$ cat config.mk
export PLATFORM = sky130hd
export DESIGN_NAME = lol_counter_and_refclk_pad_cfg
export DESIGN_NICKNAME = d
export VERILOG_FILES = /design/src/common/lol_pad_pkg.sv /design/src/verilog/level_sync.sv /design/src/verilog/lol_counter_and_refclk_pad_cfg.sv
export SDC_FILE = /design/constraint.sdc
export NUM_CORES = 1
export LEC_CHECK = 0
export ABC_AREA = 1
export BUFFER_PORTS_ARGS = -buffer_cell sky130_fd_sc_hd__clkbuf_2
export CORE_ASPECT_RATIO = 1.5
export CORE_MARGIN = 5
export CORE_UTILIZATION = 42
export CTS_CLUSTER_SIZE = 16
export DETAILED_ROUTE_END_ITERATION = 8
export MAX_ROUTING_LAYER = met4
export PLACE_DENSITY_LB_ADDON = 0.15
export RECOVER_POWER = 25
export SLEW_MARGIN = 20
export SYNTH_ARGS = -nofsm -noshare
export SYNTH_HDL_FRONTEND = slang
export SYNTH_SLANG_ARGS = --single-unit
$ cat constraint.sdc
create_clock -name sys_clk -period 1.72 [get_ports sys_clk]
set_input_delay 0.086 -clock sys_clk [delete_from_list [all_inputs] [get_ports sys_clk]]
set_output_delay 0.086 -clock sys_clk [all_outputs]
set_load 0.02 [all_outputs]
$ cat src/common/lol_pad_pkg.sv
// Constants shared by the loss-of-lock counter and input pad configuration
package lol_pad_pkg;

	// ----------------------------------------------------------------
	// Loss-of-lock counter register
	// ----------------------------------------------------------------
	localparam int        CNT_REG_W   = 8;
	localparam int        CNT_W       = 4;
	localparam logic [3:0] CNT_MAX    = 4'hf;
	localparam logic [3:0] CNT_ZERO   = 4'h0;
	localparam logic [3:0] CNT_RESET  = 4'h0;
	localparam logic [3:0] CNT_ONE    = 4'h1;
	localparam logic [3:0] CNT_RSVD   = 4'h0;

	// ----------------------------------------------------------------
	// Reference input pad configuration register
	// ----------------------------------------------------------------
	localparam int         PAD_REG_W  = 16;
	localparam int         PAD_RW_W   = 10;
	localparam logic [5:0] PAD_RSVD   = 6'h00;
	localparam int         BIT_LVDS   = 9;
	localparam int         BIT_HCSL   = 8;
	localparam int         BIT_LDO    = 7;
	localparam int         BIT_SBIAS  = 6;
	localparam int         BIT_SPARE_HI = 5;
	localparam int         BIT_SPARE_LO = 4;
	localparam int         BIT_DCBIAS = 3;
	localparam int         BIT_PAD_EN = 2;
	localparam int         BIT_CMOS   = 1;
	localparam int         BIT_NMOS   = 0;
	localparam logic [9:0] PAD_RESET  = 10'h080;

	// ----------------------------------------------------------------
	// Lock status synchroniser
	// ----------------------------------------------------------------
	localparam int         SYNC_STAGES = 2;
	localparam logic       LOCK_RESET  = 1'b0;

endpackage : lol_pad_pkg

$ cat src/verilog/level_sync.sv
// Two-flop synchroniser for one asynchronous level
`timescale 1ns/10ps
`default_nettype none

module level_sync (
	input  wire logic sys_clk,
	input  wire logic srst,
	input  wire logic async_in,
	output logic      sync_out
);
	import lol_pad_pkg::*;

	logic meta_q;
	logic meta_d;
	logic sync_q;
	logic sync_d;

	// First stage feeds only the second stage
	always_comb begin
		meta_d = async_in;
		sync_d = meta_q;
	end

	always_ff @(posedge sys_clk) begin
		if (srst) begin
			meta_q <= LOCK_RESET;
			sync_q <= LOCK_RESET;
		end else begin
			meta_q <= meta_d;
			sync_q <= sync_d;
		end
	end

	assign sync_out = sync_q;

endmodule : level_sync

`default_nettype wire

$ cat src/verilog/lol_counter_and_refclk_pad_cfg.sv
// Loss-of-lock event counter and reference input pad configuration
// Notes on behaviour
// - Each locked-to-unlocked drop of lock status adds one to count.
// - The count stops at fifteen and never wraps back to zero.
// - Zero written clears the count; other values preset, then count on.
// - Lock status is live: zero while unlocked, one while locked.
// - Bit 9 turns on LVDS-style input termination; resets to zero.
// - Bit 8 turns on HCSL-style input termination; resets to zero.
// - Bit 7 turns on the input buffer regulator; resets to one.
// - Bit 6 enables single-ended self-bias; set it for AC coupling.
// - Bits 5 and 4 are plain storage with no effect, reset zero.
// - Bit 3 turns on differential DC bias; software sets it for AC coupling.
// - Bit 2 enables the input pad; needed in clock generator mode.
// - Bit 1 picks input type: zero differential, one single-ended CMOS.
// - Bit 0 picks input pair: zero PMOS low common mode, one NMOS.
`timescale 1ns/10ps
`default_nettype none

module lol_counter_and_refclk_pad_cfg (
	input  wire logic                              sys_clk,
	input  wire logic                              srst,
	input  wire logic                              lock_status_raw,
	input  wire logic                              cnt_wr_en,
	input  wire logic [lol_pad_pkg::CNT_REG_W-1:0] cnt_wr_data,
	output logic      [lol_pad_pkg::CNT_REG_W-1:0] cnt_rd_data,
	input  wire logic                              pad_wr_en,
	input  wire logic [lol_pad_pkg::PAD_REG_W-1:0] pad_wr_data,
	output logic      [lol_pad_pkg::PAD_REG_W-1:0] pad_rd_data,
	output logic                                   lock_status,
	output logic                                   lvds_termination_enable,
	output logic                                   hcsl_termination_enable,
	output logic                                   input_regulator_enable,
	output logic                                   self_bias_enable,
	output logic                                   differential_dc_bias_enable,
	output logic                                   input_pad_enable,
	output logic                                   single_ended_select,
	output logic                                   nmos_pair_select
);
	import lol_pad_pkg::*;

	// ----------------------------------------------------------------
	// Lock status capture
	// ----------------------------------------------------------------
	logic lock_sync;
	logic lock_prev_q;
	logic lock_prev_d;
	logic lock_fall;

	// The lock detector runs off analog timing, so it is synchronised
	level_sync i_level_sync (
		.sys_clk  (sys_clk),
		.srst     (srst),
		.async_in (lock_status_raw),
		.sync_out (lock_sync)
	);

	always_comb begin
		lock_prev_d = lock_sync;
		lock_fall   = lock_prev_q & ~lock_sync;
	end

	always_ff @(posedge sys_clk) begin
		if (srst) begin
			lock_prev_q <= LOCK_RESET;
		end else begin
			lock_prev_q <= lock_prev_d;
		end
	end

	assign lock_status = lock_sync;

	// ----------------------------------------------------------------
	// Loss-of-lock counter
	// ----------------------------------------------------------------
	logic [CNT_W-1:0] cnt_q;
	logic [CNT_W-1:0] cnt_d;
	logic [CNT_W-1:0] cnt_base;

	// A drop seen in the same cycle as a write is added on top of the
	// written value, so a drop meeting a write is lost only when fifteen is written.
	always_comb begin
		cnt_base = cnt_wr_en ? cnt_wr_data[CNT_W-1:0] : cnt_q;
		cnt_d    = cnt_base;
		if (lock_fall && (cnt_base != CNT_MAX)) begin
			cnt_d = cnt_base + CNT_ONE;
		end
	end

	always_ff @(posedge sys_clk) begin
		if (srst) begin
			cnt_q <= CNT_RESET;
		end else begin
			cnt_q <= cnt_d;
		end
	end

	assign cnt_rd_data = {CNT_RSVD, cnt_q};

	// ----------------------------------------------------------------
	// Reference input pad configuration
	// ----------------------------------------------------------------
	logic [PAD_RW_W-1:0] pad_q;
	logic [PAD_RW_W-1:0] pad_d;

	// Only the ten defined bits are stored; reserved bits have no flops
	always_comb begin
		pad_d = pad_q;
		if (pad_wr_en) begin
			pad_d = pad_wr_data[PAD_RW_W-1:0];
		end
	end

	always_ff @(posedge sys_clk) begin
		if (srst) begin
			pad_q <= PAD_RESET;
		end else begin
			pad_q <= pad_d;
		end
	end

	assign pad_rd_data = {PAD_RSVD, pad_q};

	assign lvds_termination_enable     = pad_q[BIT_LVDS];
	assign hcsl_termination_enable     = pad_q[BIT_HCSL];
	assign input_regulator_enable      = pad_q[BIT_LDO];
	// Coupling choice is software's job; hardware simply applies the bias
	assign self_bias_enable            = pad_q[BIT_SBIAS];
	assign differential_dc_bias_enable = pad_q[BIT_DCBIAS];
	// Leaving the pad off in synthesizer mode saves power and noise
	assign input_pad_enable            = pad_q[BIT_PAD_EN];
	assign single_ended_select         = pad_q[BIT_CMOS];
	assign nmos_pair_select            = pad_q[BIT_NMOS];
endmodule : lol_counter_and_refclk_pad_cfg

`default_nettype wire

==> flow_summary_export.csv, run 1 <==
group,metric,value,unit
clock_tree,clk_path_buf_depth,2,
worst_setup_path,timing.rr.start,"cnt_q[1]",
clock_tree,worstSkewPairLatency,0.28,ns
timing,fin_crit_sh,70.8,%
routing,route.vias.total,774,
global_routing,grt.total_usage,12.8,%
floorplan,core,1880,µm²
final_layout,final_cell_mix,"40 x clkbuf_2, 26 x nor2_1, 17 x nand2_1, 17 x dfxtp_1, 11 x o21ai_0",
clock_tree,root_buffer,"clkbuf_4",
global_routing,grt_overflow,0,
timing,period_needed,1.22,ns
logic_synthesis,synth_seq_cells,17,
worst_setup_path,r2r_end,"cnt_q[2]",
worst_setup_path,cp-startpoint,"cnt_q[1]",
worst_setup_path,path_class,"flip-flop to flip-flop",
logic_synthesis,synth_area,841,µm²
clock_tree,cts_made_buffers,3,
flow_run,drv_cap,0,
timing,whs,0.0109,ns
power,total_power,829,µW
run_status,status,"completed",
routing,postRouteAntennaNets,0,
final_layout,diodes,0,
floorplan,rows,19,
final_layout,drive_gt1_share,35.1,%
logic_synthesis,synth_top_area_share,40.5,%
worst_setup_path,regToRegSetupSlack,0.50,ns
logic_synthesis,synthTopCellsByArea,"dfxtp_1 40%, buf_4 16%, nor2_1 12%",
logic_synthesis,synth_cells,116,
timing,tns,0,ns
final_layout,final_area,997,µm²
clock_tree,cts_sinks,17,
global_routing,first_global_vias,719,
power,ir_drop,0.637,mV
final_layout,nets,182,
placement,gp_congestion,0.781,
floorplan,dieArea,3020,µm²
routing,wl_per_cell,9.95,µm
logic_synthesis,synth_top_family_by_area,"simple AND/OR/NAND/NOR gates",
clock_tree,postCtsHoldBufs,1,
routing,wl,1.71,mm
logic_synthesis,synth-adder-area-share,1.49,%
global_routing,grt_max_degree,13,
routing,first_pass_iters,4,
logic_synthesis,ys_seq_area_share,40.5,%
global_routing,antenna_found_initial,0,
routing,viasPerCell,4.50,
floorplan,die_w,46.5,µm
timing,clock_skew,0.000264,ns
clock_tree,clkTransAtPathRegs,0.09,ns
worst_setup_path,worstSetupStartpointType,"flip-flop",
logic_synthesis,syn_area_per_cell,7.25,µm²
final_layout,final_cells,172,
floorplan,start_util,44.8,%
timing,hold_viol_final,0,
logic_synthesis,synthDistinctLibCells,20,
logic_synthesis,synth_xor_xnor_area_share,0,%
worst_setup_path,arrival,1.40,ns
worst_setup_path,critPathMaxFanout,5,
clock_tree,post-cts-setup-buffers,0,
worst_setup_path,worst_setup_path_end_kind,"flip-flop",
logic_synthesis,synth_simple_gate_area_share,27.4,%
placement,place_area,962,µm²
final_layout,area_growth,18.6,%
logic_synthesis,synthMuxAreaShare,0,%
final_layout,layout_commonest_cell,"clkbuf_2",
worst_setup_path,r2r_cells,7,
power,p_leak,0.550,nW
timing,max_freq,0.822,GHz
floorplan,io_pins,62,
placement,post-dp-hpwl,1.40,mm
worst_setup_path,crit_end,"cnt_q[2]",
logic_synthesis,yosys_warnings,0,
hold_path,hp-class,"input port to flip-flop",
logic_synthesis,synth.largest_area_cell,"dfxtp_1",
clock_tree,h-tree-depth,1,
timing,slew_violations,0,
timing,rsz0062_at_grt,"no",
clock_tree,cts_tree,"done",
global_routing,grt_pass1_wl,2.84,mm
routing,drc,0,
logic_synthesis,synth_compound_area_share,8.18,%
clock_tree,cts.repair.resized,0,
routing,first_iter_violations,13,
placement,place.port_buffers,41,
placement,placedCellCount,167,
floorplan,die_h,64.8,µm
power,power.density,832,nW/µm²
worst_setup_path,worst_ep_required_time,1.90,ns
timing,setup_violations,0,
[per-layer routing]
layer	vias up	routed length, µm	GRT usage [%]
li1	396	-	-
met1	336	626	13.6
met2	38	870	21.4
met3	4	187	1.94
met4	0	28	7.47
met5	-	0	-
[Yosys cell counts]
cell type,number
nand2_4,1
dfxtp_1,17
inv_2,2
nor2_1,26
nand2_1,17
nor2_2,1
o21ai_0,11
ha_1,1
nand2_2,4
conb_1,1
a21oi_2,1
nand3_1,2
inv_1,8
clkinv_1,1
nand4_1,1
a21oi_1,1
clkbuf_1,1
buf_2,1
nand3_2,1
buf_4,18
[state kept, by name (all words and copies together) (netlist names)]
signal / cells
pad_q: 10
cnt_q: 4
i_level_sync.meta_q: 1
i_level_sync.sync_out: 1
lock_prev_q: 1
[through the flow]
step	worst slack, ns	utilization (%)
6_report	0.503	53.1
5_1_grt	0.391	53.1
4_1_cts	0.493	53.2
3_5_place_dp	0.510	51.2
3_3_place_gp	0.543	51.2
2_1_floorplan	0.481	-
[area by class of cell]
type                    count  area (µm²)
inverters                  11        41.3
clock buffers               4        26.3
well taps                  21        26.3
multi-input cells          77         349
repair buffers             42         214
fillers                   202         881
flip-flops and latches     17         340
[power by group]
part | leakage [nW] | total, mW | internal [mW] | switching [mW]
clock network | 0.0150 | 0.208 | 0.0900 | 0.118
registers | 0.141 | 0.432 | 0.418 | 0.0140
logic | 0.394 | 0.189 | 0.0607 | 0.129
[how the worst min path moves through the flow]
stage	cells past startpoint	slack, ns	start	endpoint
finish	3	0.01	pad_wr_data[7]	pad_q[7]
global route	2	0.01	srst	cnt_q[0]
CTS	3	0.002	pad_wr_data[7]	pad_q[7]
detailed placement	3	0.29	lock_status_raw	i_level_sync.meta_q
global placement	3	0.28	lock_status_raw	i_level_sync.meta_q
floorplan	1	0.15	srst	cnt_q[0]
[cells by family (layout without fill, tap and decap cells)]
kind of cell	after synthesis	after routing
fa+ha+maj	1	1
flops	17	17
simple gates	53	53
buf+inv	31	57
compound gates	13	13
other cells	1	10
[worst max-delay path: stages, from the launching register on]
cell and delay [ns]:
dfxtp_1 0.33, nand2_1 0.06, nand2_1 0.10, ha_1 0.26, nand3_2 0.10, nand2_4 0.07
o21ai_0 0.16, inv_1 0.05
Power figures use the tool's default switching activity.
==> run 2, diff against run 1 <==
CORE_UTILIZATION = 39   (was 42)
clock period = 1.21 ns   (was 1.72 ns; I/O delays follow)
==> run 2 against run 1 <==
Compared with the run above:
- via count grew 3.6%
- critical endpoint is now cnt_q[1]
- clock skew grew 0.0034 ns
- sequential share of layout area shrank 3.8 points
- sequential cell count is the same
- first-iteration DRC count grew 110%
- critical path depth is the same
- die area grew 6.2%
- routed wire length grew 13%
- global-route usage grew 1.7 points
- hold slack lost 0.0068 ns
==> flow_summary_export.csv, run 2 (synthesis gave the netlist of run 1 again) <==
group,metric,value,unit
placement,gp_congestion,0.775,
floorplan,io_pins,62,
timing,period_needed,1.11,ns
hold_path,hp-class,"input port to flip-flop",
worst_setup_path,regToRegSetupSlack,0.1,ns
final_layout,area_growth,34.5,%
global_routing,grt.total_usage,14.5,%
final_layout,final_cell_mix,"41 x clkbuf_2, 26 x nor2_1, 17 x nand2_1, 15 x dfxtp_1, 11 x dlygate4sd3_1",
routing,route.vias.total,802,
power,power.density,1080,nW/µm²
clock_tree,cts_tree,"done",
power,ir_drop,0.629,mV
routing,wl_per_cell,10.4,µm
final_layout,layout_commonest_cell,"clkbuf_2",
routing,drc,0,
clock_tree,worstSkewPairLatency,0.28,ns
clock_tree,h-tree-depth,1,
timing,hold_viol_final,0,
worst_setup_path,worst_ep_required_time,1.39,ns
routing,first_pass_iters,4,
floorplan,die_h,66.9,µm
worst_setup_path,path_cells,"nand2_1, nand2_1, ha_4, nand3_2, nand2_4, o21ai_0, nor2_1",
global_routing,grt_max_degree,13,
worst_setup_path,slowest_stage,"dfxtp_2",
clock_tree,clk_path_buf_depth,2,
final_layout,final_area,1130,µm²
floorplan,rows,20,
worst_setup_path,arrival,1.30,ns
final_layout,largest_reg_flops,10,
floorplan,core,2050,µm²
timing,fin_crit_sh,92.0,%
run_status,status,"completed",
hold_path,hold_depth,2,
worst_setup_path,r2r_cells,7,
timing,setup_violations,0,
placement,post-dp-hpwl,1.49,mm
floorplan,die_w,47.9,µm
timing,slew_violations,0,
placement,place.port_buffers,41,
timing,clock_skew,0.00368,ns
worst_setup_path,worst_setup_path_end_kind,"flip-flop",
clock_tree,root_buffer,"clkbuf_4",
floorplan,start_util,41.0,%
final_layout,final_util,55.1,%
global_routing,grt_overflow,0,
power,p_leak,0.607,nW
worst_setup_path,cp_num_cells,7,
flow_run,drv_cap,0,
final_layout,nets,194,
worst_setup_path,critPathMaxFanout,5,
clock_tree,cts_made_buffers,3,
final_layout,fillCellCount,213,
routing,first_iter_violations,27,
global_routing,first_global_vias,822,
global_routing,antenna_found_initial,0,
worst_setup_path,max_stage_delay,0.33,ns
floorplan,dieArea,3200,µm²
final_layout,multi_input_area,362,µm²
timing,max_freq,0.898,GHz
global_routing,grt_pass1_wl,3.30,mm
routing,wl,1.93,mm
routing,postRouteAntennaNets,0,
power,total_power,1.23,mW
placement,place_area,981,µm²
routing,viasPerCell,4.34,
clock_tree,post-cts-setup-buffers,0,
clock_tree,cts_sinks,17,
timing,tns,0,ns
final_layout,seq_area,343,µm²
worst_setup_path,timing.critical_path.mode_cell,"nand2_1",
timing,rsz0062_at_grt,"no",
worst_setup_path,cp_top_family,"simple AND/OR/NAND/NOR gates",
worst_setup_path,path_buf_inv,0,
final_layout,diodes,0,
final_layout,top_register,"pad_q",
clock_tree,clkTransAtPathRegs,0.10,ns
final_layout,biggestRegsByFlops,"pad_q: 10 flops, cnt_q: 4 flops",
worst_setup_path,worstSetupStartpointType,"flip-flop",
final_layout,drive_gt1_share,36.8,%
worst_setup_path,path_class,"flip-flop to flip-flop",
==> run 2: what timing repair did <==
action | in CTS | in global routing
hold buffers | 11 | 0
endpoints found under the setup margin | 0 | 4
endpoints found under the hold margin | 11 | 0
resized for setup | 0 | 3
==> run 2: metrics by stage <==
step | instances | hold WS (ns) | worst slack [ns]
finish | 185 | 0.00413 | 0.0966
global route | 185 | 0.00726 | 0.0227
CTS | 185 | 0.00425 | 0.0308
detailed placement | 170 | 0.258 | 0.0346
global placement | 170 | 0.257 | 0.0662
floorplan | 125 | 0.116 | 0.0375
==> run 2: worst reg2reg max path, cell delays in order (launching register included) <==
cell and delay [ns]:
dfxtp_2 0.33, nand2_1 0.06, nand2_1 0.09, ha_4 0.18, nand3_2 0.08, nand2_4 0.07, o21ai_0 0.15, nor2_1 0.05
==> run 2: where the power goes <==
part	total [mW]	internal (mW)	leakage [nW]	switching (mW)
Sequential	0.616	0.596	0.142	0.0206
Clock	0.300	0.123	0.0177	0.178
Combinational	0.310	0.117	0.447	0.194
Total	1.23	0.835	0.607	0.392
==> run 2: worst paths after layout <==
check | from | end
worst max-delay path | cnt_q[1] | cnt_q[1]
worst min-delay path | srst | cnt_q[0]
worst max register to register | cnt_q[1] | cnt_q[1]
worst min register to register | i_level_sync.meta_q | i_level_sync.sync_out
==> run 2: cell type report <==
cell class	instances	share of cell area (%)
tap	22	2.43
clock buffer	3	1.99
timing repair buffer	54	29.2
clock inverter	1	0.442
sequential	17	30.3
multi-input combinational	77	32.0
inverter	11	3.65
==> run 2: routing by layer <==
| layer | vias up | share of wire (%) | global-route usage (%) |
|---|---|---|---|
| met5 | - | 0 | - |
| met4 | 0 | 1.1 | 6.06 |
| met3 | 2 | 7.5 | 1.62 |
| met2 | 30 | 54 | 27.6 |
| met1 | 348 | 37 | 13.3 |
| li1 | 422 | - | - |
